[config.mk]
export PLATFORM = sky130hd
export DESIGN_NAME = tccirq_top
export DESIGN_NICKNAME = d
export VERILOG_FILES = /design/src/include/tccirq_pkg.sv /design/src/rtl/tccirq_top.sv
export SDC_FILE = /design/constraint.sdc
export NUM_CORES = 1
export LEC_CHECK = 0
export ABC_AREA = 1
export BUFFER_PORTS_ARGS = -buffer_cell sky130_fd_sc_hd__buf_2
export CAP_MARGIN = 20
export CORE_AREA = 2 2 123 125
export CTS_CLUSTER_SIZE = 24
export DETAILED_ROUTE_END_ITERATION = 7
export DIE_AREA = 0 0 125 127
export PLACE_DENSITY = 0.82
export SLEW_MARGIN = 20
export SYNTH_ARGS = -nofsm -noshare
export SYNTH_HDL_FRONTEND = slang
export SYNTH_SLANG_ARGS = --single-unit
export TNS_END_PERCENT = 50
[constraint.sdc]
create_clock -name clk_in -period 2.8 [get_ports clk_in]
set_input_delay 0.7 -clock clk_in [delete_from_list [all_inputs] [get_ports clk_in]]
set_output_delay 0.7 -clock clk_in [all_outputs]
set_load 0.05 [all_outputs]
[src/include/tccirq_pkg.sv]
// Constants, register map and state layout for the timer capture/compare and interrupt flag block
package tccirq_pkg;
    // Register indices; the APB byte address is four times the index
    localparam logic [7:0] TCCIRQ_IDX_CTRL_A   = 8'h2F;
    localparam logic [7:0] TCCIRQ_IDX_CTRL_B   = 8'h2E;
    localparam logic [7:0] TCCIRQ_IDX_MASK     = 8'h39;
    localparam logic [7:0] TCCIRQ_IDX_FLAGS    = 8'h38;
    localparam logic [7:0] TCCIRQ_IDX_CAPT_LO  = 8'h24;
    localparam logic [7:0] TCCIRQ_IDX_CAPT_HI  = 8'h25;
    localparam logic [7:0] TCCIRQ_IDX_CMPB_LO  = 8'h28;
    localparam logic [7:0] TCCIRQ_IDX_CMPB_HI  = 8'h29;
    localparam logic [7:0] TCCIRQ_IDX_CMPA_LO  = 8'h2A;
    localparam logic [7:0] TCCIRQ_IDX_CMPA_HI  = 8'h2B;

    // Reset values
    localparam logic [7:0]  TCCIRQ_RST_BYTE = 8'h00;
    localparam logic [15:0] TCCIRQ_RST_WORD = 16'h0000;

    // Writable bit masks; reserved bits read as zero
    localparam logic [7:0] TCCIRQ_CTRL_A_RW = 8'hF3;
    localparam logic [7:0] TCCIRQ_CTRL_B_RW = 8'hCF;
    localparam logic [7:0] TCCIRQ_MASK_RW   = 8'hFD;
    localparam logic [7:0] TCCIRQ_FLAGS_RW  = 8'hFD;

    // Control A fields
    localparam int TCCIRQ_CMPA_MODE_HI = 7;
    localparam int TCCIRQ_CMPA_MODE_LO = 6;
    localparam int TCCIRQ_CMPB_MODE_HI = 5;
    localparam int TCCIRQ_CMPB_MODE_LO = 4;
    localparam int TCCIRQ_PWM_SEL_HI   = 1;
    localparam int TCCIRQ_PWM_SEL_LO   = 0;
    // Control B fields
    localparam int TCCIRQ_NOISE_EN     = 7;
    localparam int TCCIRQ_EDGE_SEL     = 6;

    // Flag and mask bit positions
    localparam int TCCIRQ_B_T2_CMP  = 7;
    localparam int TCCIRQ_B_T2_OVF  = 6;
    localparam int TCCIRQ_B_CAPTURE = 5;
    localparam int TCCIRQ_B_CMP_A   = 4;
    localparam int TCCIRQ_B_CMP_B   = 3;
    localparam int TCCIRQ_B_T1_OVF  = 2;
    localparam int TCCIRQ_B_T0_OVF  = 0;

    // Interrupt vector numbers per flag bit (bit 1 has none)
    localparam logic [3:0] TCCIRQ_VEC_NONE = 4'h0;
    localparam logic [3:0] TCCIRQ_VEC_TAB [8] = '{4'h9, 4'h0, 4'h8, 4'h7, 4'h6, 4'h5, 4'h4, 4'h3};

    // Compare output modes
    localparam logic [1:0] TCCIRQ_OM_OFF    = 2'h0;
    localparam logic [1:0] TCCIRQ_OM_TOGGLE = 2'h1;
    localparam logic [1:0] TCCIRQ_OM_CLEAR  = 2'h2;
    localparam logic [1:0] TCCIRQ_OM_SET    = 2'h3;

    // PWM selections and counter width masks
    localparam logic [1:0]  TCCIRQ_PWM_OFF  = 2'h0;
    localparam logic [1:0]  TCCIRQ_PWM_8    = 2'h1;
    localparam logic [1:0]  TCCIRQ_PWM_9    = 2'h2;
    localparam logic [15:0] TCCIRQ_MASK_8   = 16'h00FF;
    localparam logic [15:0] TCCIRQ_MASK_9   = 16'h01FF;
    localparam logic [15:0] TCCIRQ_MASK_10  = 16'h03FF;

    // Noise filter length in samples
    localparam int TCCIRQ_FILTER_LEN = 4;

    // Complete state of the block
    typedef struct packed {
        logic [7:0]                    ctrl_a;
        logic [7:0]                    ctrl_b;
        logic [7:0]                    mask;
        logic [7:0]                    flags;
        logic [15:0]                   capture;
        logic [15:0]                   cmp_a;
        logic [15:0]                   cmp_b;
        logic [15:0]                   cmp_a_buf;
        logic [15:0]                   cmp_b_buf;
        logic [15:0]                   prev_count;
        logic                          pin_a;
        logic                          pin_b;
        logic                          icp_meta;
        logic                          icp_sync;
        logic                          acmp_meta;
        logic                          acmp_sync;
        logic [TCCIRQ_FILTER_LEN-1:0]  hist;
        logic                          filt_lvl;
        logic                          prev_lvl;
        logic [31:0]                   prdata;
    } tccirq_state_type;
endpackage

[src/rtl/tccirq_top.sv]
// Timer1 capture/compare pin logic, PWM select and shared timer interrupt flags behind APB
//
// Implementation choice: the APB interface to the registers.
`timescale 1ns/1ps
module tccirq_top
    import tccirq_pkg::*;
(
    input  wire logic        clk_in,
    input  wire logic        rstn_in,
    input  wire logic        psel_in,
    input  wire logic        penable_in,
    input  wire logic        pwrite_in,
    input  wire logic [31:0] paddr_in,
    input  wire logic [31:0] pwdata_in,
    input  wire logic [3:0]  pstrb_in,
    output logic      [31:0] prdata_out,
    output logic             pready_out,
    output logic             pslverr_out,
    input  wire logic [15:0] t1_count_in,
    input  wire logic        t1_overflow_in,
    input  wire logic        t0_overflow_in,
    input  wire logic        t2_cmp_match_in,
    input  wire logic        t2_overflow_in,
    input  wire logic        global_irq_enable_in,
    input  wire logic        irq_ack_in,
    input  wire logic [3:0]  irq_ack_vector_in,
    output logic             irq_req_out,
    output logic      [3:0]  irq_vector_out,
    input  wire logic        capture_input_pin_in,
    input  wire logic        comparator_out_in,
    input  wire logic        comparator_capture_enable_in,
    input  wire logic        cmp_a_dir_in,
    input  wire logic        cmp_b_dir_in,
    output logic             cmp_a_output_pin_out,
    output logic             cmp_a_output_pin_oe_out,
    output logic             cmp_b_output_pin_out,
    output logic             cmp_b_output_pin_oe_out
);

    tccirq_state_type state_q;
    tccirq_state_type state_d;

    logic [7:0]  reg_idx;
    logic        addr_hit;
    logic        wr_acc;
    logic        rd_setup;
    logic [7:0]  wbyte;
    logic [1:0]  mode_a;
    logic [1:0]  mode_b;
    logic [1:0]  pwm_sel;
    logic        pwm_on;
    logic [15:0] width_mask;
    logic [15:0] cnt_m;
    logic        match_a;
    logic        match_b;
    logic        cap_level;
    logic        trigger;
    logic [7:0]  set_ev;
    logic [7:0]  clr_ev;
    logic [7:0]  pending;
    logic [7:0]  rd_byte;

    // APB decode; slave always ready, bad address flagged during access
    assign reg_idx  = paddr_in[9:2];
    assign addr_hit = (paddr_in[31:10] == 22'h000000) && (paddr_in[1:0] == 2'h0) &&
                      (reg_idx == TCCIRQ_IDX_CTRL_A || reg_idx == TCCIRQ_IDX_CTRL_B ||
                       reg_idx == TCCIRQ_IDX_MASK || reg_idx == TCCIRQ_IDX_FLAGS ||
                       reg_idx == TCCIRQ_IDX_CAPT_LO || reg_idx == TCCIRQ_IDX_CAPT_HI ||
                       reg_idx == TCCIRQ_IDX_CMPA_LO || reg_idx == TCCIRQ_IDX_CMPA_HI ||
                       reg_idx == TCCIRQ_IDX_CMPB_LO || reg_idx == TCCIRQ_IDX_CMPB_HI);
    assign wr_acc   = psel_in && penable_in && pwrite_in && addr_hit && pstrb_in[0];
    assign rd_setup = psel_in && !penable_in && !pwrite_in;
    assign wbyte    = pwdata_in[7:0];
    assign pready_out  = 1'b1;
    assign pslverr_out = psel_in && penable_in && !addr_hit;
    assign prdata_out  = state_q.prdata;

    // Control field views
    assign mode_a  = state_q.ctrl_a[TCCIRQ_CMPA_MODE_HI:TCCIRQ_CMPA_MODE_LO];
    assign mode_b  = state_q.ctrl_a[TCCIRQ_CMPB_MODE_HI:TCCIRQ_CMPB_MODE_LO];
    assign pwm_sel = state_q.ctrl_a[TCCIRQ_PWM_SEL_HI:TCCIRQ_PWM_SEL_LO];
    assign pwm_on  = (pwm_sel != TCCIRQ_PWM_OFF);

    // Counter width follows the PWM resolution
    always_comb begin
        case (pwm_sel)
            TCCIRQ_PWM_OFF: width_mask = 16'hFFFF;
            TCCIRQ_PWM_8:   width_mask = TCCIRQ_MASK_8;
            TCCIRQ_PWM_9:   width_mask = TCCIRQ_MASK_9;
            default:        width_mask = TCCIRQ_MASK_10;
        endcase
    end
    assign cnt_m = t1_count_in & width_mask;

    // Compare events: count arrives at the compare value
    assign match_a = (t1_count_in == state_q.cmp_a) && (t1_count_in != state_q.prev_count);
    assign match_b = (t1_count_in == state_q.cmp_b) && (t1_count_in != state_q.prev_count);

    // Capture source select between pin and comparator
    assign cap_level = comparator_capture_enable_in ? state_q.acmp_sync : state_q.icp_sync;

    // Capture trigger, filtered or first sampled edge
    always_comb begin
        if (state_q.ctrl_b[TCCIRQ_NOISE_EN]) begin
            trigger = (&state_q.hist == state_q.ctrl_b[TCCIRQ_EDGE_SEL]) &&
                      (|state_q.hist == state_q.ctrl_b[TCCIRQ_EDGE_SEL]) &&
                      (state_q.filt_lvl != state_q.ctrl_b[TCCIRQ_EDGE_SEL]);
        end else begin
            trigger = (cap_level != state_q.prev_lvl) &&
                      (cap_level == state_q.ctrl_b[TCCIRQ_EDGE_SEL]);
        end
    end

    // Hardware flag set events
    always_comb begin
        set_ev = 8'h00;
        set_ev[TCCIRQ_B_T2_CMP]  = t2_cmp_match_in;
        set_ev[TCCIRQ_B_T2_OVF]  = t2_overflow_in;
        set_ev[TCCIRQ_B_CAPTURE] = trigger;
        set_ev[TCCIRQ_B_CMP_A]   = match_a;
        set_ev[TCCIRQ_B_CMP_B]   = match_b;
        set_ev[TCCIRQ_B_T1_OVF]  = pwm_on ? ((state_q.prev_count & width_mask) == 16'h0000 && cnt_m != 16'h0000)
                                          : t1_overflow_in;
        set_ev[TCCIRQ_B_T0_OVF]  = t0_overflow_in;
    end

    // Clears from vector execution or a written one
    always_comb begin
        clr_ev = 8'h00;
        for (int i = 0; i < 8; i++) begin
            clr_ev[i] = (irq_ack_in && irq_ack_vector_in == TCCIRQ_VEC_TAB[i] && TCCIRQ_VEC_TAB[i] != TCCIRQ_VEC_NONE) ||
                        (wr_acc && reg_idx == TCCIRQ_IDX_FLAGS && wbyte[i] && TCCIRQ_FLAGS_RW[i]);
        end
    end

    // Request the highest-priority pending vector (lowest number)
    assign pending = state_q.flags & state_q.mask & {8{global_irq_enable_in}};
    always_comb begin
        irq_vector_out = TCCIRQ_VEC_NONE;
        for (int i = 0; i < 8; i++) begin
            if (pending[i]) begin
                irq_vector_out = TCCIRQ_VEC_TAB[i];
            end
        end
    end
    assign irq_req_out = |pending;

    // Register read mux
    always_comb begin
        case (reg_idx)
            TCCIRQ_IDX_CTRL_A:  rd_byte = state_q.ctrl_a & TCCIRQ_CTRL_A_RW;
            TCCIRQ_IDX_CTRL_B:  rd_byte = state_q.ctrl_b & TCCIRQ_CTRL_B_RW;
            TCCIRQ_IDX_MASK:    rd_byte = state_q.mask & TCCIRQ_MASK_RW;
            TCCIRQ_IDX_FLAGS:   rd_byte = state_q.flags & TCCIRQ_FLAGS_RW;
            TCCIRQ_IDX_CAPT_LO: rd_byte = state_q.capture[7:0];
            TCCIRQ_IDX_CAPT_HI: rd_byte = state_q.capture[15:8];
            TCCIRQ_IDX_CMPA_LO: rd_byte = state_q.cmp_a[7:0];
            TCCIRQ_IDX_CMPA_HI: rd_byte = state_q.cmp_a[15:8];
            TCCIRQ_IDX_CMPB_LO: rd_byte = state_q.cmp_b[7:0];
            TCCIRQ_IDX_CMPB_HI: rd_byte = state_q.cmp_b[15:8];
            default:            rd_byte = TCCIRQ_RST_BYTE;
        endcase
    end

    // Next-state logic
    always_comb begin
        state_d = state_q;

        // Synchronisers and capture sampling history
        state_d.icp_meta  = capture_input_pin_in;
        state_d.icp_sync  = state_q.icp_meta;
        state_d.acmp_meta = comparator_out_in;
        state_d.acmp_sync = state_q.acmp_meta;
        state_d.prev_lvl  = cap_level;
        state_d.hist      = {state_q.hist[TCCIRQ_FILTER_LEN-2:0], cap_level};
        if (&state_q.hist) begin
            state_d.filt_lvl = 1'b1;
        end else if (!(|state_q.hist)) begin
            state_d.filt_lvl = 1'b0;
        end
        state_d.prev_count = t1_count_in;

        // Capture of the running count
        if (trigger) begin
            state_d.capture = t1_count_in;
        end

        // Flags: a set in the same cycle as a clear wins
        for (int i = 0; i < 8; i++) begin
            state_d.flags[i] = TCCIRQ_FLAGS_RW[i] && (set_ev[i] || (state_q.flags[i] && !clr_ev[i]));
        end

        // Register writes at the access phase
        if (wr_acc) begin
            case (reg_idx)
                TCCIRQ_IDX_CTRL_A:  state_d.ctrl_a = wbyte & TCCIRQ_CTRL_A_RW;
                TCCIRQ_IDX_CTRL_B:  state_d.ctrl_b = wbyte & TCCIRQ_CTRL_B_RW;
                TCCIRQ_IDX_MASK:    state_d.mask   = wbyte & TCCIRQ_MASK_RW;
                TCCIRQ_IDX_CMPA_LO: state_d.cmp_a[7:0]  = wbyte;
                TCCIRQ_IDX_CMPA_HI: state_d.cmp_a[15:8] = wbyte;
                TCCIRQ_IDX_CMPB_LO: state_d.cmp_b[7:0]  = wbyte;
                TCCIRQ_IDX_CMPB_HI: state_d.cmp_b[15:8] = wbyte;
                default:            state_d.ctrl_b = state_q.ctrl_b;
            endcase
        end

        // PWM compare values reload at the counter bottom so pulses never glitch
        if (!pwm_on || cnt_m == 16'h0000) begin
            state_d.cmp_a_buf = state_q.cmp_a & width_mask;
            state_d.cmp_b_buf = state_q.cmp_b & width_mask;
        end

        // Compare output pins
        if (pwm_on) begin
            state_d.pin_a = (mode_a == TCCIRQ_OM_SET) ? (cnt_m >= state_q.cmp_a_buf)
                                                       : (cnt_m < state_q.cmp_a_buf);
            state_d.pin_b = (mode_b == TCCIRQ_OM_SET) ? (cnt_m >= state_q.cmp_b_buf)
                                                       : (cnt_m < state_q.cmp_b_buf);
        end else begin
            if (match_a) begin
                case (mode_a)
                    TCCIRQ_OM_TOGGLE: state_d.pin_a = !state_q.pin_a;
                    TCCIRQ_OM_CLEAR:  state_d.pin_a = 1'b0;
                    TCCIRQ_OM_SET:    state_d.pin_a = 1'b1;
                    default:          state_d.pin_a = state_q.pin_a;
                endcase
            end
            if (match_b) begin
                case (mode_b)
                    TCCIRQ_OM_TOGGLE: state_d.pin_b = !state_q.pin_b;
                    TCCIRQ_OM_CLEAR:  state_d.pin_b = 1'b0;
                    TCCIRQ_OM_SET:    state_d.pin_b = 1'b1;
                    default:          state_d.pin_b = state_q.pin_b;
                endcase
            end
        end

        // Read data captured in the setup phase
        if (rd_setup) begin
            state_d.prdata = {24'h000000, rd_byte};
        end
    end

    // State register
    always_ff @(posedge clk_in) begin
        if (!rstn_in) begin
            state_q <= '0;
        end else begin
            state_q <= state_d;
        end
    end

    // Pins are driven only when a mode is set and the direction bit allows it
    assign cmp_a_output_pin_out    = state_q.pin_a;
    assign cmp_b_output_pin_out    = state_q.pin_b;
    assign cmp_a_output_pin_oe_out = (mode_a != TCCIRQ_OM_OFF) && cmp_a_dir_in;
    assign cmp_b_output_pin_oe_out = (mode_b != TCCIRQ_OM_OFF) && cmp_b_dir_in;

endmodule

Word level (Yosys, flattened, before mapping). Index checks and enable logic that the tools add are counted.

Register bits: 143. Output and inout bits: 43. Input bits: 104.

Magnitude comparators: 4. Equality and inequality tests: 34. Bitwise operators: 6. Reduce and logical (&&, ||, !) cells: 101. Multiplexer cells: 22.

Operator list (count): 8-bit by 6-bit == test with 1-bit output, second input constant (10); 8-bit one-hot mux with 10 select lines (1); 16-bit AND (4); 16-bit one-hot mux with 3 select lines (1); 1-bit logical AND (39); 16-bit == test (2); 16-bit greater-or-equal comparator (2); 16-bit logical NOT (2); 16-bit less-than comparator (2); 4-bit 2-to-1 mux (8); 1-bit logical OR (24); 22-bit logical NOT (1); 2-bit AND reduction (9); 8-bit AND (2); 4-bit by 3-bit == test with 1-bit output, second input constant (4); 16-bit != test (1); 16-bit nonzero test (1); 1-bit logical NOT (13); 2-bit == test, second input constant (5); 2-bit nonzero test (5); 1-bit 2-to-1 mux (9); 4-bit == test, second input constant (2); 4-bit nonzero test (2); 8-bit OR reduction (1); 10 further kinds (17).

Logic depth before layout (Yosys ltp).
Word-level depth: 19. Depth in mapped cells: 16. Gate-level depth less buffers: 15.

Worst setup path after synthesis. OpenSTA, ideal clock, no wires.

Path type: input to output. Start: in paddr_in[9]. End: out pslverr_out. Path slack: -0.585 ns. Arrival: 2.685 ns. Cell stages on the path: 10. Path through: nor2_1 -> nand2_1 -> nor2_4 -> buf_6 -> nand2_2 -> nand3_1 -> nor2_2 -> nor2_8 -> buf_6 -> nor3_1.

Cells in the longest elaborated chain, start to end: 13. Elaborated cells on any way between the ends: 22. Classes of those cells: 10 x eq/ne; 12 x reduce/logical.

Ends and longest elaborated chain: start, declared (line tccirq_top.sv:13) `input wire logic [31:0] paddr_in,`; 8-bit by 6-bit == test with 1-bit output (line tccirq_top.sv:66) `(reg_idx == TCCIRQ_IDX_CTRL_A || reg_idx == TCCIRQ_IDX_CTRL_B ||`; 1-bit logical OR (2 in series) (line tccirq_top.sv:66); 1-bit logical OR (2 in series) (line tccirq_top.sv:67) `reg_idx == TCCIRQ_IDX_MASK || reg_idx == TCCIRQ_IDX_FLAGS ||`; 1-bit logical OR (2 in series) (line tccirq_top.sv:68) `reg_idx == TCCIRQ_IDX_CAPT_LO || reg_idx == TCCIRQ_IDX_CAPT_HI ||`; 1-bit logical OR (2 in series) (line tccirq_top.sv:69) `reg_idx == TCCIRQ_IDX_CMPA_LO || reg_idx == TCCIRQ_IDX_CMPA_HI ||`; 1-bit logical OR (*) (line tccirq_top.sv:70) `reg_idx == TCCIRQ_IDX_CMPB_LO || reg_idx == TCCIRQ_IDX_CMPB_HI);`; 1-bit logical AND (*) (line tccirq_top.sv:65) `assign addr_hit = (paddr_in[31:10] == 22'h000000) && (paddr_in[1:0] == 2'h0) &&`; 1-bit logical NOT (*) (line tccirq_top.sv:75) `assign pslverr_out = psel_in && penable_in && !addr_hit;`; 1-bit logical AND (*) (line tccirq_top.sv:75); end, declared (line tccirq_top.sv:18) `output logic pslverr_out,`.

Every way passes the cells marked *; elsewhere a longest branch is shown, timed or not.

Final worst setup path. Same ends and word-level chain as after synthesis.

==> results.cfg <==
[status]
status = finished clean

[critical_path]
cp-start-kind = primary input
crit_required_ps = 2100
cp_max_fo = 8
end_kind = primary output
crit_type = primary input to primary output
cp.arrival_ps = 1950

[timing]
worst_slack_ps = 146
fmax_mhz = 377
timing.final.hold_violations = 0
drv_slew = 0
clock_skew_ps = 6.36
finalCriticalPeriod_ps = 2650
relSlewSlack = 0.558
min_period_over_period = 0.948
worst_hold_slack_ps = 420
setup_violations = 0
worstMarginPinSlew_ps = 656
rsz0062_at_grt = false

[global_routing]
grt_max_degree = 80
grt_pass1_wl_um = 37000
grt_usage = 0.293
grt_overflow = 0
grt_pass1_vias = 7514
antenna_found_initial = 0

[placement]
gp_congestion = 0.959
place_ws_ps = 83.1
portBuffers = 94
dp_hpwl_um = 17000

[clocking]
cts_made_buffers = 17
clk_latency_ps = 430
post_cts_buffers = 0
ctsHtreeMaxLevel = 4
cts.path.max_buffers = 2
cts.sinks = 141
path_clk_slew_ps = 50
cts_root_buf = clkbuf_16
post_cts_resized = 0
cts_tree = yes
hold_buffers = 0

[route]
drtIter0Drc = 761
post-route-drc-count = 0
via_per_inst = 5.37
vias = 8335
post_drt_wl_per_cell_um = 14.9
drt_first_pass_iters = 5
finalWirelength_um = 23100
ant_nets = 0

[pwr]
netSwitchingPower_mw = 1.21
p_comb_frac = 0.105
seq_power_share = 0.451
p_clk_frac = 0.444
intPower_mw = 3.38
irDropWorstVdd_mv = 0.360
switching_share = 0.264
leakage_nw = 4.73
power.density_mw_per_mm2 = 498

[synth]
ys_warn_count = 0
ys.flop_type = dfxtp_1
yosys_register_bits = 141
syn_avg_cell_area_um2 = 6.40
syn_area_mm2 = 0.00821
synth_edf_count = 0
synthDistinctLibCells = 41
async_flop_share = 0
syn-instance-count = 1282
ys_seq_area_frac = 0.344

[finish]
utilization = 0.639
drive_gt1_frac = 0.112
num_antenna_cells = 0
fin_nets = 1496
n_fill_cell = 1333
area_delta_synth_final_pct = 12.3

[die]
fp.coreArea_mm2 = 0.0144
initial_core_util = 0.569
die_h_um = 127
die_w_um = 125
dieArea_mm2 = 0.0159
rows = 44
ios = 147

[run]
drv_cap = 0

[min_path]
hold_path_class = register to register
-- path summary, 6_finish.rpt --
path	from	slack [ps]	endpoint	depth (start not counted)
worst max-delay path	paddr_in[9]	150	pslverr_out	10
worst min register to register	state_d[40]	420	state_q[40]	2
worst max register to register	pwm_sel[1]	330	cmp_a_output_pin_out	13
worst min-delay path	state_d[40]	420	state_q[40]	2
-- power by group through the flow --
stage	logic, mW	clock network, mW	registers [mW]
floorplan	0.342	0	2.11
global placement	0.463	0	2.11
detailed placement	0.473	0	2.11
CTS	0.477	2.04	2.07
global route	0.534	2.13	2.07
finish	0.483	2.04	2.07
-- metrics by stage --
step	instance area (µm²)	power [mW]	TNS [ps]	cells
floorplan	8300	2.45	-148	1305
global route	9210	4.74	0	1551
global placement	8690	2.57	0	1520
CTS	9210	4.58	0	1551
detailed placement	8690	2.59	0	1520
finish	9210	4.59	0	1551
-- cell families (layout without fill, tap and decap cells) --
group                      count (synthesis)  count (layout)  share of synthesized area
AOI/OAI and AO/OA                        164             164                      0.112
xor gates and xnor gates                  15              15                     0.0160
adders and majority gates                 37              37                     0.0564
buffers and inverters                    267             329                      0.141
DFF                                      141             141                      0.344
muxes                                      1               1                    0.00122
other                                      2              25                   0.000915
and+or+nand+nor                          655             655                      0.328
-- flip-flops by register name, summed over array words and instances, names as in the netlist --
name	cells
state_d	5
prdata_out	8
state_q	120
cmp_a_output_pin_out	1
pwm_sel	2
mode_b	2
mode_a	2
cmp_b_output_pin_out	1
-- critical path, stage by stage --
cell	delay [ps]
buf_2	100
nor2_1	90
nand2_1	120
nor2_4	230
nand2_2	160
nand3_1	120
nor2_2	70
nor2_8	110
nor3_2	50
buf_2	210
-- synthesized netlist by cell type, types with 2 or more instances --
cell type / n / area share
o211ai_1: 2 / 0.0018
nand3b_1: 7 / 0.0064
xnor2_1: 12 / 0.013
a211oi_1: 16 / 0.015
a31oi_1: 2 / 0.0015
conb_1: 2 / 0.00092
buf_4: 34 / 0.031
clkbuf_1: 30 / 0.014
buf_2: 13 / 0.0079
ha_1: 37 / 0.056
buf_6: 2 / 0.0027
nand3_1: 26 / 0.016
nor3_1: 8 / 0.0049
nand4_2: 4 / 0.0061
nand2_1: 353 / 0.16
o22ai_1: 25 / 0.019
nand4_1: 26 / 0.020
inv_1: 183 / 0.084
nand2_2: 2 / 0.0015
nor2_1: 217 / 0.099
o21ai_0: 45 / 0.027
xor2_1: 3 / 0.0032
dfxtp_1: 141 / 0.34
a21oi_1: 67 / 0.041
a41oi_1: 2 / 0.0021
nor4_1: 6 / 0.0046
clkinv_1: 3 / 0.0014
-- final cells by class --
type                       count  area (µm²)  share of cell area
clock buffer                  25         485              0.0527
clock inverter                 6        37.5             0.00407
inverter                     187         702              0.0762
multi-input combinational    897        4330               0.469
sequential                   141        2820               0.306
tap                          184         230              0.0250
timing repair buffer         111         611              0.0663
-- cell usage in the layout (no fill, tap or decap), types with 3 or more instances in the layout --
master,count
nand3_1,26
clkbuf_8,3
clkinv_2,3
o21ai_0,45
dfxtp_1,141
clkbuf_16,17
clkinvlp_4,3
nand4_2,4
a21oi_1,67
nand3b_1,7
nor3_1,6
a211oi_1,16
clkinv_1,3
nor4_1,5
conb_1,25
xor2_1,3
buf_4,16
nand2_1,353
ha_1,37
o22ai_1,25
nand4_1,26
buf_2,94
inv_1,183
clkbuf_1,5
xnor2_1,12
nor2_1,217
-- per-layer routing --
layer / share of wire / vias up / global-route usage
met4: 0.046 / 0 / 0.142
met1: 0.41 / 3733 / 0.370
met2: 0.46 / 429 / 0.477
li1: - / 4097 / -
met5: 0 / - / 0
met3: 0.090 / 76 / 0.0632
No activity file was read; power rests on OpenSTA's default activity.
